File: config.mk
export PLATFORM = sky130hd
export DESIGN_NAME = xbs_route_top
export DESIGN_NICKNAME = d
export VERILOG_FILES = /design/src/hw/xbs_pkg.sv /design/src/hw/xbs_guard_if.sv /design/src/hw/xbs_guard.sv /design/src/hw/xbs_route_top.sv
export VERILOG_INCLUDE_DIRS = /design/src /design/src/hw
export SDC_FILE = /design/constraint.sdc
export NUM_CORES = 1
export LEC_CHECK = 0
export BUFFER_PORTS_ARGS = -buffer_cell sky130_fd_sc_hd__buf_2
export CORE_MARGIN = 5
export CORE_UTILIZATION = 32
export CTS_BUF_LIST = sky130_fd_sc_hd__clkbuf_4 sky130_fd_sc_hd__clkbuf_8 sky130_fd_sc_hd__clkbuf_16
export DETAILED_ROUTE_END_ITERATION = 10
export MAX_ROUTING_LAYER = met4
export PLACE_DENSITY_LB_ADDON = 0.25
export SLEW_MARGIN = 10
export SYNTH_ARGS = -nofsm -noshare
export SYNTH_HDL_FRONTEND = slang
export SYNTH_HIERARCHICAL = 1
export SYNTH_SLANG_ARGS = --single-unit
File: constraint.sdc
create_clock -name aclk -period 1.75 [get_ports aclk]
set_input_delay 0.4375 -clock aclk [delete_from_list [all_inputs] [get_ports aclk]]
set_output_delay 0.4375 -clock aclk [all_outputs]
set_load 0.02 [all_outputs]
File: src/hw/xbs_regs.svh
// register offsets, field positions, reset values and codes of the external bus route select block
`ifndef XBS_REGS_SVH
`define XBS_REGS_SVH

// byte addresses on the register bus
`define XBS_ADDR_W          16
`define XBS_ROUTE_SEL_ADDR  16'h6c00
`define XBS_IRQ_STAT_ADDR   16'h6c04
`define XBS_IRQ_MASK_ADDR   16'h6c08
`define XBS_CTRL_ADDR       16'h6c0c

// route select fields
`define XBS_PAR_HOST_BIT    0
`define XBS_RSVD_RO_BIT     1
`define XBS_SERIAL_BIT      2
`define XBS_RSVD_RW_BIT     3
`define XBS_SEL_W           4

// control fields
`define XBS_TMO_EN_BIT      0

// peripheral index in every per-peripheral vector
`define XBS_NUM_PERIPH      3
`define XBS_P_MEM           0
`define XBS_P_UART          1
`define XBS_P_BSP           2

// reset values of software registers
`define XBS_MASK_RST        3'h0
`define XBS_STAT_RST        3'h0
`define XBS_TMO_EN_RST      1'h0

// bus answers
`define XBS_RESP_OKAY       2'h0
`define XBS_RESP_SLVERR     2'h2
`define XBS_WORD_ZERO       32'h0000_0000

`endif

File: src/hw/xbs_pkg.sv
// types shared by the external bus route select block
package xbs_pkg;
    typedef logic [2:0]  xbs_periph_vec_t;
    typedef logic [15:0] xbs_addr_t;
    typedef logic [31:0] xbs_word_t;
    typedef logic [3:0]  xbs_sel_t;
endpackage : xbs_pkg

File: src/hw/xbs_guard_if.sv
// signals between the route register and the per-peripheral guard
`timescale 1ns/10ps
interface xbs_guard_if;
    xbs_pkg::xbs_periph_vec_t selected;   // peripheral chosen by the route bits
    xbs_pkg::xbs_periph_vec_t access;     // access strobe toward each peripheral
    logic                     tmo_en;     // peripheral time-out enable
    xbs_pkg::xbs_periph_vec_t clk_en;     // clock enable per peripheral
    xbs_pkg::xbs_periph_vec_t bus_err;    // one-cycle bus error per peripheral

    modport ctrl  (output selected, output access, output tmo_en, input clk_en, input bus_err);
    modport guard (input selected, input access, input tmo_en, output clk_en, output bus_err);
endinterface : xbs_guard_if

File: src/hw/xbs_guard.sv
// clock gating and bus error detection for the muxed peripherals
`timescale 1ns/10ps
`include "xbs_regs.svh"
module xbs_guard (
    input  wire logic  aclk,
    input  wire logic  aresetn,
    input  wire logic  ce,
    xbs_guard_if.guard g
);

    genvar i;
    generate
        for (i = 0; i < `XBS_NUM_PERIPH; i = i + 1) begin : g_periph
            logic clk_en_reg;
            logic bus_err_reg;

            // clock follows the route bits; unselected blocks burn no power
            always_ff @(posedge aclk) begin
                if (!aresetn) begin
                    clk_en_reg <= 1'b0;
                end else if (ce) begin
                    clk_en_reg <= g.selected[i];
                end
            end

            // access to a disabled block errors only with time-out enabled
            always_ff @(posedge aclk) begin
                if (!aresetn) begin
                    bus_err_reg <= 1'b0;
                end else if (ce) begin
                    bus_err_reg <= g.access[i] && !g.selected[i] && g.tmo_en;
                end
            end

            assign g.clk_en[i]  = clk_en_reg;
            assign g.bus_err[i] = bus_err_reg;

        end
    endgenerate
endmodule : xbs_guard

File: src/hw/xbs_route_top.sv
// external bus route select: strap capture, route register, AXI4-Lite slave, interrupt
`timescale 1ns/10ps
`include "xbs_regs.svh"
module xbs_route_top (
    input  wire logic                     aclk,
    input  wire logic                     aresetn,
    input  wire logic                     ce,
    // straps
    input  wire logic                     strap_pin_a,
    input  wire logic                     strap_pin_b,
    // accesses toward the muxed peripherals
    input  wire xbs_pkg::xbs_periph_vec_t periph_access,
    // route outputs
    output logic                          parallel_route_mem,
    output logic                          host_route_mux8,
    output logic                          serial_route_bsp,
    output xbs_pkg::xbs_periph_vec_t      periph_clk_en,
    output xbs_pkg::xbs_periph_vec_t      periph_bus_err,
    output logic                          irq,
    // AXI4-Lite slave
    input  wire xbs_pkg::xbs_addr_t       s_axi_awaddr,
    input  wire logic                     s_axi_awvalid,
    output logic                          s_axi_awready,
    input  wire xbs_pkg::xbs_word_t       s_axi_wdata,
    input  wire logic [3:0]               s_axi_wstrb,
    input  wire logic                     s_axi_wvalid,
    output logic                          s_axi_wready,
    output logic [1:0]                    s_axi_bresp,
    output logic                          s_axi_bvalid,
    input  wire logic                     s_axi_bready,
    input  wire xbs_pkg::xbs_addr_t       s_axi_araddr,
    input  wire logic                     s_axi_arvalid,
    output logic                          s_axi_arready,
    output xbs_pkg::xbs_word_t            s_axi_rdata,
    output logic [1:0]                    s_axi_rresp,
    output logic                          s_axi_rvalid,
    input  wire logic                     s_axi_rready
);

    xbs_pkg::xbs_sel_t        sel_reg;      // route select register
    xbs_pkg::xbs_periph_vec_t stat_reg;     // sticky bus error status
    xbs_pkg::xbs_periph_vec_t mask_reg;     // interrupt mask
    logic                     tmo_en_reg;   // peripheral time-out enable
    logic                     irq_reg;

    xbs_pkg::xbs_addr_t       aw_addr_reg;
    logic                     aw_full_reg;
    xbs_pkg::xbs_word_t       w_data_reg;
    logic [3:0]               w_strb_reg;
    logic                     w_full_reg;
    logic                     awready_reg;
    logic                     wready_reg;
    logic                     bvalid_reg;
    logic [1:0]               bresp_reg;
    logic                     arready_reg;
    logic                     rvalid_reg;
    logic [1:0]               rresp_reg;
    xbs_pkg::xbs_word_t       rdata_reg;

    logic                     do_write;
    logic                     wr_sel;
    logic                     wr_stat;
    logic                     wr_mask;
    logic                     wr_ctrl;
    logic                     wr_hit;
    logic                     ar_take;
    xbs_pkg::xbs_word_t       rd_word;
    logic                     rd_hit;

    xbs_guard_if gi ();

    // peripheral selection seen by the guard
    assign gi.selected[`XBS_P_MEM]  = sel_reg[`XBS_PAR_HOST_BIT];
    assign gi.selected[`XBS_P_UART] = !sel_reg[`XBS_SERIAL_BIT];
    assign gi.selected[`XBS_P_BSP]  = sel_reg[`XBS_SERIAL_BIT];
    assign gi.access                = periph_access;
    assign gi.tmo_en                = tmo_en_reg;

    xbs_guard u_guard (
        .aclk    (aclk),
        .aresetn (aresetn),
        .ce      (ce),
        .g       (gi.guard)
    );

    // write decode: one write at a time, taken once both halves are held
    assign do_write = aw_full_reg && w_full_reg && !bvalid_reg;
    assign wr_sel   = do_write && (aw_addr_reg == `XBS_ROUTE_SEL_ADDR);
    assign wr_stat  = do_write && (aw_addr_reg == `XBS_IRQ_STAT_ADDR);
    assign wr_mask  = do_write && (aw_addr_reg == `XBS_IRQ_MASK_ADDR);
    assign wr_ctrl  = do_write && (aw_addr_reg == `XBS_CTRL_ADDR);
    assign wr_hit   = wr_sel || wr_stat || wr_mask || wr_ctrl;
    assign ar_take  = s_axi_arvalid && arready_reg;

    // route select register; straps load it for as long as reset is held,
    // so the level present at the last reset edge is the one kept
    always_ff @(posedge aclk) begin
        if (!aresetn) begin
            sel_reg                   <= '0;
            sel_reg[`XBS_PAR_HOST_BIT] <= strap_pin_a;
            sel_reg[`XBS_SERIAL_BIT]   <= strap_pin_b;
        end else if (ce && wr_sel && w_strb_reg[0]) begin
            // bits stay writable; a late mode change is software's hazard
            sel_reg[`XBS_PAR_HOST_BIT] <= w_data_reg[`XBS_PAR_HOST_BIT];
            sel_reg[`XBS_SERIAL_BIT]   <= w_data_reg[`XBS_SERIAL_BIT];
            sel_reg[`XBS_RSVD_RW_BIT]  <= w_data_reg[`XBS_RSVD_RW_BIT];
        end
    end

    // time-out enable and interrupt mask
    always_ff @(posedge aclk) begin
        if (!aresetn) begin
            tmo_en_reg <= `XBS_TMO_EN_RST;
            mask_reg   <= `XBS_MASK_RST;
        end else if (ce) begin
            if (wr_ctrl && w_strb_reg[0]) begin
                tmo_en_reg <= w_data_reg[`XBS_TMO_EN_BIT];
            end
            if (wr_mask && w_strb_reg[0]) begin
                mask_reg <= w_data_reg[`XBS_NUM_PERIPH-1:0];
            end
        end
    end

    // sticky status: write one to clear, a new error in the same cycle wins
    always_ff @(posedge aclk) begin
        if (!aresetn) begin
            stat_reg <= `XBS_STAT_RST;
        end else if (ce) begin
            if (wr_stat && w_strb_reg[0]) begin
                stat_reg <= (stat_reg & ~w_data_reg[`XBS_NUM_PERIPH-1:0]) | gi.bus_err;
            end else begin
                stat_reg <= stat_reg | gi.bus_err;
            end
        end
    end

    // level interrupt, registered so the pin never glitches
    always_ff @(posedge aclk) begin
        if (!aresetn) begin
            irq_reg <= 1'b0;
        end else if (ce) begin
            irq_reg <= |(stat_reg & mask_reg);
        end
    end

    // write address channel
    always_ff @(posedge aclk) begin
        if (!aresetn) begin
            aw_full_reg <= 1'b0;
            awready_reg <= 1'b0;
            aw_addr_reg <= '0;
        end else if (ce) begin
            if (s_axi_awvalid && awready_reg) begin
                aw_full_reg <= 1'b1;
                awready_reg <= 1'b0;
                aw_addr_reg <= s_axi_awaddr;
            end else if (do_write) begin
                aw_full_reg <= 1'b0;
                awready_reg <= 1'b1;
            end else if (!aw_full_reg) begin
                awready_reg <= 1'b1;
            end
        end
    end

    // write data channel, taken independently of the address
    always_ff @(posedge aclk) begin
        if (!aresetn) begin
            w_full_reg <= 1'b0;
            wready_reg <= 1'b0;
            w_data_reg <= '0;
            w_strb_reg <= '0;
        end else if (ce) begin
            if (s_axi_wvalid && wready_reg) begin
                w_full_reg <= 1'b1;
                wready_reg <= 1'b0;
                w_data_reg <= s_axi_wdata;
                w_strb_reg <= s_axi_wstrb;
            end else if (do_write) begin
                w_full_reg <= 1'b0;
                wready_reg <= 1'b1;
            end else if (!w_full_reg) begin
                wready_reg <= 1'b1;
            end
        end
    end

    // write response; unmapped addresses answer with a slave error
    always_ff @(posedge aclk) begin
        if (!aresetn) begin
            bvalid_reg <= 1'b0;
            bresp_reg  <= `XBS_RESP_OKAY;
        end else if (ce) begin
            if (do_write) begin
                bvalid_reg <= 1'b1;
                bresp_reg  <= wr_hit ? `XBS_RESP_OKAY : `XBS_RESP_SLVERR;
            end else if (s_axi_bready) begin
                bvalid_reg <= 1'b0;
            end
        end
    end

    // read mux; unused bits read as zero, reserved bit 3 reads back as written, bit 1 is hard zero
    always_comb begin
        rd_word = `XBS_WORD_ZERO;
        rd_hit  = 1'b1;
        case (s_axi_araddr)
            `XBS_ROUTE_SEL_ADDR: begin
                rd_word[`XBS_SEL_W-1:0] = sel_reg;
            end
            `XBS_IRQ_STAT_ADDR: begin
                rd_word[`XBS_NUM_PERIPH-1:0] = stat_reg;
            end
            `XBS_IRQ_MASK_ADDR: begin
                rd_word[`XBS_NUM_PERIPH-1:0] = mask_reg;
            end
            `XBS_CTRL_ADDR: begin
                rd_word[`XBS_TMO_EN_BIT] = tmo_en_reg;
            end
            default: begin
                rd_hit = 1'b0;
            end
        endcase
    end

    // read channel: one read in flight, answered the edge after the address
    always_ff @(posedge aclk) begin
        if (!aresetn) begin
            arready_reg <= 1'b0;
            rvalid_reg  <= 1'b0;
            rresp_reg   <= `XBS_RESP_OKAY;
            rdata_reg   <= `XBS_WORD_ZERO;
        end else if (ce) begin
            if (ar_take) begin
                arready_reg <= 1'b0;
                rvalid_reg  <= 1'b1;
                rdata_reg   <= rd_word;
                rresp_reg   <= rd_hit ? `XBS_RESP_OKAY : `XBS_RESP_SLVERR;
            end else if (rvalid_reg && s_axi_rready) begin
                rvalid_reg  <= 1'b0;
                arready_reg <= 1'b1;
            end else if (!rvalid_reg) begin
                arready_reg <= 1'b1;
            end
        end
    end

    // outputs straight from flip-flops
    assign parallel_route_mem = sel_reg[`XBS_PAR_HOST_BIT];
    assign host_route_mux8    = sel_reg[`XBS_PAR_HOST_BIT];
    assign serial_route_bsp   = sel_reg[`XBS_SERIAL_BIT];
    assign periph_clk_en      = gi.clk_en;
    assign periph_bus_err     = gi.bus_err;
    assign irq                = irq_reg;
    assign s_axi_awready      = awready_reg;
    assign s_axi_wready       = wready_reg;
    assign s_axi_bvalid       = bvalid_reg;
    assign s_axi_bresp        = bresp_reg;
    assign s_axi_arready      = arready_reg;
    assign s_axi_rvalid       = rvalid_reg;
    assign s_axi_rresp        = rresp_reg;
    assign s_axi_rdata        = rdata_reg;
endmodule : xbs_route_top

[Word level (Yosys, flattened, before mapping)]
Cells that the tools add are included.
Operators by class
  reduce and logical (&&, ||, !) cells: 46
  bitwise gates (word level): 5
  multiplexer cells: 27
  eq/ne operators: 12
Operators by type and width (number)
  $eq 16x15->1 const B: 8
  $reduce_and 2->1: 13
  $mux 1: 22
  $logic_and 1x1->1: 21
  $ne 3x1->1 const B: 3
  $reduce_bool 2->1: 4
  $and 3x3->3: 2
  $or 3x3->3: 2
  $pmux 2 s3: 1
  $mux 2: 2
  $pmux 1 s4: 1
  $reduce_or 4->1: 1
  $logic_not 1->1: 3
  $logic_or 1x1->1: 3
  $mux 3: 1
  $not 3->3: 1
  $reduce_or 3->1: 1
  $ne 2x1->1 const B: 1
Word-level totals
  logic and storage cells: 115
  bits of input ports: 81
  flip-flop bits (word level): 53

[Longest topological paths before layout]
Gate-level depths: netlist of the first run.
  depth in word-level cells: 7
  mapped depth: 6
  mapped depth without buffers: 4

[Cells and area by module]
Netlist of the first run, hierarchy kept.
Modules (own cells, without submodules)
  xbs_route_top: cells an instance 245, times used 1, area an instance 2135.8 um2
  xbs_guard: cells an instance 28, times used 1, area an instance 292.8 um2

[Worst setup path before layout of the first run]
No wires, ideal clock.
  kind: input -> register
  from: in ce
  to: reg sel_reg[0] (enable)
  path slack: 272 ps
  stages: 5
  data arrival time: 1181 ps
  buffers on the path: 1
  cells stage by stage: buf_2 > nand4b_1 > nor4b_1 > nand2_1 > nand2_1
On the way
  cells in the longest elaborated chain, start to end: 3
Ends and longest elaborated chain
  from (decl): line xbs_route_top.sv:7  | input wire logic ce,
  $logic_and 1x1->1 (2 in series): line xbs_route_top.sv:102  | end else if (ce && wr_sel && w_strb_reg[0]) begin
  $ne 2x1->1 (no line)
  to (signal, indexed assignment): line xbs_route_top.sv:101  | sel_reg[`XBS_SERIAL_BIT] <= strap_pin_b;
  to (signal, indexed assignment): line xbs_route_top.sv:104  | sel_reg[`XBS_PAR_HOST_BIT] <= w_data_reg[`XBS_PAR_HOST_BIT];
  to (signal, indexed assignment): line xbs_route_top.sv:105  | sel_reg[`XBS_SERIAL_BIT] <= w_data_reg[`XBS_SERIAL_BIT];
  to (decl): line xbs_route_top.sv:40  | xbs_pkg::xbs_sel_t sel_reg;
No other way between the ends.
A chain may end at the register's enable or synchronous reset.

[Worst setup path after layout of the first run]
  from: reg aw_addr_reg[1]
  to: reg stat_reg[0]
On the way
  cells in the longest elaborated chain, start to end: 4
Ends and longest elaborated chain
  from (decl): line xbs_route_top.sv:46  | xbs_pkg::xbs_addr_t aw_addr_reg;
  from (signal assigned): line xbs_route_top.sv:157  | aw_addr_reg <= s_axi_awaddr;
  $eq 16x15->1 (no line)
  $logic_and 1x1->1: line xbs_route_top.sv:89  | assign wr_stat = do_write && (aw_addr_reg == `XBS_IRQ_STAT_ADDR);
  $logic_and 1x1->1: line xbs_route_top.sv:130  | if (wr_stat && w_strb_reg[0]) begin
  $mux 3: line xbs_route_top.sv:130
  to (signal assigned): line xbs_route_top.sv:128  | stat_reg <= `XBS_STAT_RST;
  to (signal assigned): line xbs_route_top.sv:131  | stat_reg <= (stat_reg & ~w_data_reg[`XBS_NUM_PERIPH-1:0]) | gi.bus_err;
  to (signal assigned): line xbs_route_top.sv:133  | stat_reg <= stat_reg | gi.bus_err;
  to (decl): line xbs_route_top.sv:41  | xbs_pkg::xbs_periph_vec_t stat_reg;
No other way between the ends.

==> results of run 1 <==
-- worst max-delay path by stage --
stage,start,end,slack [ns],cells after the start
2_1_floorplan,ce,sel_reg[0]$_DFFE_PP_,0.27,5
3_3_place_gp,ce,stat_reg[0]$_SDFFE_PN0P_,0.08,5
3_5_place_dp,ce,stat_reg[2]$_SDFFE_PN0P_,0.07,5
4_1_cts,aw_addr_reg[1]$_SDFFE_PN0P_,stat_reg[2]$_SDFFE_PN0P_,0.14,4
5_1_grt,aw_addr_reg[1]$_SDFFE_PN0P_,stat_reg[0]$_SDFFE_PN0P_,0.004,4
6_report,aw_addr_reg[1]$_SDFFE_PN0P_,stat_reg[0]$_SDFFE_PN0P_,0.15,4
-- metrics by stage --
stage / utilization, % / area [µm²] / std cells
floorplan: - / 2540 / 302
global placement: 37.5 / 2750 / 431
detailed placement: 37.5 / 2750 / 431
CTS: 38.8 / 2850 / 439
global route: 38.8 / 2850 / 439
finish: 38.8 / 2850 / 439
-- kinds of logic (layout without fill, tap and decap cells) --
| group | Yosys count | after routing | share of synthesized area, % |
|---|---|---|---|
| simple gates | 104 | 104 | 23.6 |
| buf+inv | 55 | 93 | 14.7 |
| flops | 51 | 51 | 42.9 |
| compound gates | 48 | 48 | 12.4 |
| mux | 14 | 14 | 6.29 |
| other cells | 1 | 30 | 0.154 |
-- placed cells by master, fill, tap and decap left out, drive strengths merged, types with 2 or more instances in the layout --
| cell | n |
|---|---|
| a22o | 3 |
| nand2b | 4 |
| mux2i | 13 |
| nand2 | 56 |
| edfxtp | 2 |
| nand4b | 4 |
| nor2 | 16 |
| a311oi | 3 |
| a211oi | 4 |
| nor4bb | 2 |
| o21ai | 4 |
| inv | 9 |
| clkbuf | 5 |
| and3 | 3 |
| nor4 | 3 |
| nor4b | 3 |
| dfxtp | 49 |
| conb | 30 |
| and4 | 2 |
| a21boi | 3 |
| buf | 77 |
| a21oi | 26 |
| nor2b | 4 |
| and4b | 2 |
| nand3 | 2 |
-- worst min-delay path, cell delays in order --
cell,delay [ns]
buf_2,0.09
nand2_1,0.05
a21oi_1,0.05
-- layer usage --
metal	part of all wire, %	wire length, µm
met1	47	2560
met2	44	2430
met3	8.4	462
met4	0.87	48
met5	0	0
-- cell type report --
type	count	area, µm²	share of cell area, %
clock buffer	5	68.8	2.42
timing repair buffer	77	415	14.6
inverter	8	30.0	1.05
sequential	51	1040	36.6
clock inverter	3	27.5	0.967
multi-input combinational	196	1140	40.0
tap	99	124	4.35
-- power groups by stage --
| stage | registers (mW) | logic [mW] | clock network (mW) |
|---|---|---|---|
| after floorplan | 1.26 | 0.222 | 0 |
| after global placement | 1.25 | 0.280 | 0 |
| after detailed placement | 1.25 | 0.283 | 0 |
| after CTS | 1.23 | 0.284 | 0.762 |
| after global routing | 1.23 | 0.310 | 0.800 |
| final | 1.23 | 0.283 | 0.739 |
==> flow_summary.json, run 1 <==
{
  "antenna_found_initial": 0,
  "synth_seq_cells": 51,
  "nFillCells": 779,
  "status": "completed",
  "drv_slew": 0,
  "pwr-share-clk_pct": 32.9,
  "insertedDiodeCount": 0,
  "cp_slowest_cell": "nor4b_2",
  "cap_violations": 0,
  "synth_cell_types": 42,
  "dieArea_um2": 9430,
  "hpwlAfterDp_mm": 4.27,
  "rrSetupSlack_ns": 0.15,
  "place.gp.congestion": 0.809,
  "drt_iter0_markers": 56,
  "fin_setup_tns_ns": 0,
  "ctsHoldBuffers": 0,
  "ir_drop_v": 0.000300,
  "cts_inserted_buffers": 5,
  "power.share.combinational_pct": 12.6,
  "max_stage_delay_ns": 0.43,
  "synth-main-ff-cell": "dfxtp_1",
  "whs_endpoint": "aw_addr_reg[0]$_SDFFE_PN0P_",
  "nets": 420,
  "clock-sinks": 51,
  "yosys.area.top_type_share_pct": 40.4,
  "dr.pass1.iters": 4,
  "die_w_um": 97.1,
  "start_kind": "flop",
  "worstHoldStart": "s_axi_awaddr[0]",
  "synthTopCellsByArea": "dfxtp_1, buf_4, nand2_1",
  "cp.arrival_ns": 1.78,
  "netlist_area_um2": 2430,
  "timing.rr.end": "stat_reg[0]$_SDFFE_PN0P_",
  "crit_fanout": 4,
  "layout-area-overhead-vs-synth_pct": 17.2,
  "power.switching_mw": 0.645,
  "wl_per_cell_um": 12.5,
  "setup_ws_ns": 0.154,
  "p_sw_share_pct": 28.7,
  "grt_remaining_overflow": 0,
  "setup_violations": 0,
  "syn-mean-instance-area_um2": 8.90,
  "rsz0062_at_grt": "false",
  "ctsRootBufferMaster": "clkbuf_8",
  "cp_top_family": "simple AND/OR/NAND/NOR gates",
  "clock.fmax_mhz": 627,
  "crit_path_end_kind": "flop",
  "insertion_delay_ns": 0.31,
  "io_pins": 132,
  "grt_pass1_wl_mm": 8.97,
  "cts_buffer_depth": 2,
  "largest_reg_flops": 16,
  "grt_pass1_vias": 1866,
  "hold_violations": 0,
  "wl_mm": 5.50,
  "port_buffers": 70,
  "synth.top_cells.by_count": "nand2_1, dfxtp_1, buf_4, a21oi_1, nor2_1",
  "path_cells": "nor4_4 > nand4_4 > nor4b_2 > a311oi_1",
  "finalCriticalPeriod_ns": 1.60,
  "worstReg2RegStart": "aw_addr_reg[1]$_SDFFE_PN0P_",
  "ctsResizeCount": 0,
  "hold_path_class": "in -> reg",
  "initial_utilization_pct": 33.1,
  "hold_ws_ns": 0.346,
  "drive_gt1_share_pct": 27.1,
  "skew_ns": 0.0150,
  "intPower_mw": 1.60,
  "path_buf_inv": 0,
  "pwr-share-seq_pct": 54.5,
  "post_cts_buffers": 0,
  "met2_usage_pct": 18.7,
  "yosys_warnings": 6,
  "yosysSeqAreaShare_pct": 42.9,
  "crit_required_ns": 1.93,
  "yosys.area.top_type": "dfxtp_1",
  "power_mw": 2.25,
  "synth.most_common_cell": "nand2_1",
  "grtUsageMet3_pct": 3.52,
  "syn_inst": 273,
  "period_share_pct": 91.2,
  "die_h_um": 97.1,
  "r2r_cells": 4,
  "path_clk_slew_ns": 0.11,
  "fp.coreArea_um2": 7330,
  "top_usage_layer": "met2",
  "synth-async-reset-ratio_pct": 0,
  "grt_max_degree": 27,
  "synth_edf_count": 2,
  "ant_nets": 0,
  "place_ws_ns": 0.0665,
  "p_leak_nw": 1.24,
  "min_path_cells": 3,
  "grtUsageTotal_pct": 11.8,
  "critPathKind": "reg -> reg",
  "drc": 0,
  "vias": 1951,
  "h-tree-depth": 2,
  "rows": 31,
  "cts_tree": "done",
  "met1_usage_pct": 14.6,
  "vias_per_cell": 4.44,
  "power.density_nw_per_um2": 789
}
No activity file was read; power rests on OpenSTA's default activity.
==> run 2: changes to the inputs <==
Settings changed: ABC_AREA from default to 1.
==> flow_summary.json, run 2 <==
{
  "vias_per_cell": 4.28,
  "synth_xor_area_share_pct": 0,
  "crit_path_end_kind": "flop",
  "ctsRootBufferMaster": "clkbuf_8",
  "synth-async-reset-ratio_pct": 0,
  "initial_utilization_pct": 32.4,
  "path_clk_slew_ns": 0.09,
  "period_share_pct": 84.1,
  "ctsResizeCount": 0,
  "synth_top_family_by_area": "simple AND/OR/NAND/NOR gates",
  "fin_setup_tns_ns": 0,
  "synth.top_cells.by_count": "nand2_1, dfxtp_1, inv_1, buf_4, nor2_1",
  "instances_no_fill": 546,
  "port_buffers": 70,
  "cts_inserted_buffers": 5,
  "place.gp.congestion": 0.811,
  "synth.most_common_cell": "nand2_1",
  "crit_end": "sel_reg[0]$_DFFE_PP_",
  "clock.fmax_mhz": 679,
  "power_mw": 2.26,
  "start_kind": "flop",
  "grt_max_degree": 28,
  "hpwlAfterDp_mm": 4.83,
  "crit_fanout": 4,
  "critPathKind": "reg -> reg",
  "nFillCells": 887,
  "wl_mm": 6.00,
  "skew_ns": 0.0145,
  "grt_pass1_vias": 2221,
  "hold_violations": 0,
  "worstReg2RegStart": "aw_addr_reg[4]$_SDFFE_PN0P_",
  "dieArea_um2": 10100,
  "nets": 521,
  "p_leak_nw": 1.51,
  "insertedDiodeCount": 0,
  "cap_violations": 0,
  "die_w_um": 101,
  "crit_start": "aw_addr_reg[4]$_SDFFE_PN0P_",
  "synth-simple-area-share_pct": 29.9,
  "grt_remaining_overflow": 0,
  "cts_tree": "done",
  "synth_compound_area_share_pct": 12.1,
  "rrSetupSlack_ns": 0.28,
  "clock-sinks": 51,
  "die_h_um": 101,
  "seqCellArea_um2": 1040,
  "rows": 33,
  "netlist_area_um2": 2630,
  "grt_pass1_wl_mm": 9.66,
  "vias": 2338,
  "antenna_found_initial": 0,
  "insertion_delay_ns": 0.30,
  "timing.rr.end": "sel_reg[0]$_DFFE_PP_",
  "synth_edf_count": 2,
  "status": "completed",
  "drc": 0,
  "ant_nets": 0,
  "drv_slew": 0,
  "dr.pass1.iters": 4,
  "finalCriticalPeriod_ns": 1.47,
  "layout-area-overhead-vs-synth_pct": 16.3,
  "final_common_cell": "nand2_1",
  "synth-main-ff-cell": "dfxtp_1",
  "cts_buffer_depth": 2,
  "synthAdderAreaFrac_pct": 0,
  "yosys_warnings": 6,
  "dp.cells": 538,
  "fp.coreArea_um2": 8130,
  "hold_path_class": "in -> reg",
  "drt_iter0_markers": 68,
  "ir_drop_v": 0.000437,
  "ctsHoldBuffers": 0,
  "syn_inst": 370,
  "largest_reg_flops": 16,
  "cp.arrival_ns": 1.49,
  "syn-mean-instance-area_um2": 7.11,
  "setup_violations": 0,
  "r2r_cells": 5,
  "multi_input_area_um2": 1220,
  "synth_cell_types": 31,
  "io_pins": 132,
  "grtUsageTotal_pct": 12.0,
  "layout_common_cells": "nand2_1, buf_2, dfxtp_1",
  "synth_seq_cells": 51,
  "crit_required_ns": 1.76,
  "yosys.area.top_type_share_pct": 37.3,
  "rsz0062_at_grt": "false",
  "power.density_nw_per_um2": 738,
  "drive_gt1_share_pct": 24.7,
  "synthTopCellsByArea": "dfxtp_1, nand2_1, buf_4",
  "post_cts_buffers": 0,
  "yosysSeqAreaShare_pct": 39.5,
  "synth.mux.area_fraction_pct": 0,
  "yosys.area.top_type": "dfxtp_1",
  "h-tree-depth": 2,
  "wl_per_cell_um": 11.0
}
-- run 2: cell count changes in the layout (fill, tap and decap cells not counted), sizes merged, moves of 7 or more --
cell   change
a21oi      +7
inv       +31
mux2i     -13
nand2     +32
nand3     +18
nor2      +34
o21ai     +19
-- run 2: where the power goes --
part | switching (mW) | leakage [nW] | internal (mW)
sequential | 0.0230 | 0.418 | 1.20
combinational | 0.207 | 1.04 | 0.101
clock | 0.383 | 0.0519 | 0.340
total | 0.613 | 1.51 | 1.65
-- run 2: final cells by class --
type / count / share of cell area [%]
Multi-Input combinational cell: 262 / 39.8
Clock inverter: 1 / 0.286
Sequential cell: 51 / 34.0
Clock buffer: 7 / 2.94
Tap cell: 105 / 4.29
Timing Repair Buffer: 79 / 13.7
Inverter: 41 / 5.03
-- run 2: kinds of logic (layout without fill, tap and decap cells) --
| group | Yosys count | count (layout) |
|---|---|---|
| other cells | 1 | 30 |
| compound gates | 61 | 61 |
| flops | 51 | 51 |
| simple gates | 171 | 171 |
| buf+inv | 86 | 128 |
-- run 2: critical path: stages, from the launching register on --
cell     delay [ns]
dfxtp_1        0.33
nor2_2         0.14
nand3_1        0.16
nor2_1         0.19
nand4_1        0.20
nand2_1        0.17
-- run 2: per-stage QoR --
| step | hold WS (ns) | utilization, % | area, µm² | setup slack (ns) |
|---|---|---|---|---|
| after floorplan | 0.442 | - | 2740 | 0.496 |
| after global placement | 0.440 | 36.4 | 2960 | 0.228 |
| after detailed placement | 0.443 | 36.4 | 2960 | 0.231 |
| after CTS | 0.362 | 37.6 | 3060 | 0.264 |
| after global routing | 0.365 | 37.6 | 3060 | 0.186 |
| final | 0.369 | 37.6 | 3060 | 0.278 |
-- run 2: metal layers --
metal	vias to the layer above	GRT usage, %	share of wire (%)
met2	81	20.6	47
met5	-	-	0
li1	1249	-	-
met1	1001	14.3	44
met4	0	2.90	0.55
met3	7	2.63	8.9
-- run 2: worst min-delay path by stage --
| stage | from | end | slack (ns) | cells past startpoint |
|---|---|---|---|---|
| 2_1_floorplan | u_guard/g_periph[0].bus_err_reg$_SDFFE_PN0P_ | u_guard/g_periph[0].bus_err_reg$_SDFFE_PN0P_ | 0.44 | 2 |
| 3_3_place_gp | s_axi_rdata[1]$_SDFFE_PN0P_ | s_axi_rdata[1]$_SDFFE_PN0P_ | 0.44 | 2 |
| 3_5_place_dp | s_axi_rdata[2]$_SDFFE_PN0P_ | s_axi_rdata[2]$_SDFFE_PN0P_ | 0.44 | 2 |
| 4_1_cts | s_axi_awaddr[13] | aw_addr_reg[13]$_SDFFE_PN0P_ | 0.36 | 3 |
| 5_1_grt | s_axi_awaddr[13] | aw_addr_reg[13]$_SDFFE_PN0P_ | 0.37 | 3 |
| 6_report | s_axi_awaddr[13] | aw_addr_reg[13]$_SDFFE_PN0P_ | 0.37 | 3 |
==> run 3: changes to the inputs <==
Clock period 1.75 ns to 1.4 ns, I/O delays scaled along.
==> flow_summary.json, run 3 (synthesized netlist as in run 2, its figures left out) <==
{
  "critPathKind": "reg -> out",
  "crit_required_ns": 1.05,
  "nets": 523,
  "port_buffers": 70,
  "crit_path_end_kind": "output port",
  "path_buf_inv": 1,
  "ant_nets": 0,
  "grtUsageTotal_pct": 11.9,
  "p_leak_nw": 1.54,
  "ctsRootBufferMaster": "clkbuf_8",
  "hold_violations": 0,
  "skew_ns": 0.00826,
  "drive_gt1_share_pct": 26.0,
  "crit_fanout": 4,
  "cts_tree": "done",
  "clock.fmax_mhz": 748,
  "cap_violations": 0,
  "finalCriticalPeriod_ns": 1.34,
  "setup_ws_ns": 0.0638,
  "cts_buffer_depth": 2,
  "instances_no_fill": 548,
  "place_ws_ns": -0.0684,
  "rows": 33,
  "drv_slew": 0,
  "clock-sinks": 51,
  "place.gp.congestion": 0.818,
  "setup_violations": 0,
  "layout-area-overhead-vs-synth_pct": 18.5,
  "fp.coreArea_um2": 8130,
  "initial_utilization_pct": 32.4,
  "final_common_cell": "nand2_1",
  "worstHoldStart": "s_axi_awaddr[14]",
  "rsz0062_at_grt": "false",
  "period_share_pct": 95.4,
  "cp_top_family": "flip-flops",
  "cts_inserted_buffers": 5,
  "dp.cells": 540,
  "die_w_um": 101,
  "drc": 0,
  "vias_per_cell": 4.29,
  "dieArea_um2": 10100,
  "largest_reg_flops": 16,
  "grt_pass1_vias": 2300,
  "fin_area_um2": 3120,
  "antenna_found_initial": 0,
  "ir_drop_v": 0.000388,
  "path_clk_slew_ns": 0.10,
  "drt_iter0_markers": 62,
  "hpwlAfterDp_mm": 4.84,
  "worstReg2RegStart": "aw_addr_reg[12]$_SDFFE_PN0P_",
  "timing.rr.end": "sel_reg[0]$_DFFE_PP_",
  "start_kind": "flop",
  "dr.pass1.iters": 4,
  "whs_endpoint": "aw_addr_reg[14]$_SDFFE_PN0P_",
  "grt_max_degree": 27,
  "min_path_cells": 3,
  "nFillCells": 894,
  "die_h_um": 101,
  "insertedDiodeCount": 0,
  "cp_slowest_cell": "edfxtp_1",
  "wl_per_cell_um": 11.1,
  "h-tree-depth": 2,
  "status": "completed",
  "hold_path_class": "in -> reg",
  "fin_setup_tns_ns": 0,
  "max_stage_delay_ns": 0.48,
  "dpl_cell_area_um2": 2990,
  "grt_pass1_wl_mm": 9.67,
  "layout_common_cells": "nand2_1, buf_2, dfxtp_1",
  "grt_remaining_overflow": 0,
  "fin_util_pct": 38.4,
  "path_cells": "buf_2",
  "cp.arrival_ns": 0.99,
  "io_pins": 132,
  "insertion_delay_ns": 0.30,
  "vias": 2349,
  "post_cts_buffers": 0,
  "hold_ws_ns": 0.285,
  "power_mw": 3.01,
  "rrSetupSlack_ns": 0.08,
  "wl_mm": 6.08,
  "r2r_cells": 5,
  "power.density_nw_per_um2": 964
}
run 3: worst min-delay path, cell delays in order:
cell and delay (ns):
buf_2 0.09, nand2_1 0.05, a21oi_1 0.05
run 3: how the worst max path moves through the flow:
stage	from	to	cells past startpoint
finish	sel_reg[0]$_DFFE_PP_	parallel_route_mem	1
global placement	s_axi_araddr[9]	s_axi_rdata[0]$_SDFFE_PN0P_	11
detailed placement	ce	s_axi_awready$_SDFFE_PN0P_	5
CTS	aw_addr_reg[4]$_SDFFE_PN0P_	sel_reg[0]$_DFFE_PP_	5
floorplan	s_axi_bvalid$_SDFFE_PN0P_	sel_reg[0]$_DFFE_PP_	5
global route	aw_addr_reg[9]$_SDFFE_PN0P_	gi.tmo_en$_SDFFE_PN0P_	8
run 3: power by group:
group	switching [mW]	internal (mW)
logic	0.261	0.131
registers	0.0296	1.51
clock network	0.493	0.588
run 3: layout make-up:
class                      count  area, µm²  area share [%]
multi-input combinational    262       1220            39.3
clock buffer                   6       82.6            2.65
inverter                      41        154            4.93
clock inverter                 2       38.8            1.24
sequential                    51       1040            33.4
tap                          105        131            4.21
timing repair buffer          81        445            14.3
run 3: routing by layer:
| metal | track usage, % | vias to the layer above | routed length [µm] | share of wire [%] |
|---|---|---|---|---|
| li1 | - | 1252 | - | - |
| met1 | 13.6 | 1024 | 2770 | 46 |
| met2 | 21.7 | 73 | 2880 | 47 |
| met3 | 2.49 | 0 | 422 | 6.9 |
| met4 | 1.87 | 0 | 0 | 0 |
| met5 | - | - | 0 | 0 |
run 3: repair_timing:
action                                  in CTS  in global routing
endpoints found under the setup margin       0                  5
resized for setup                            0                  4
hold buffers                                 0                  0
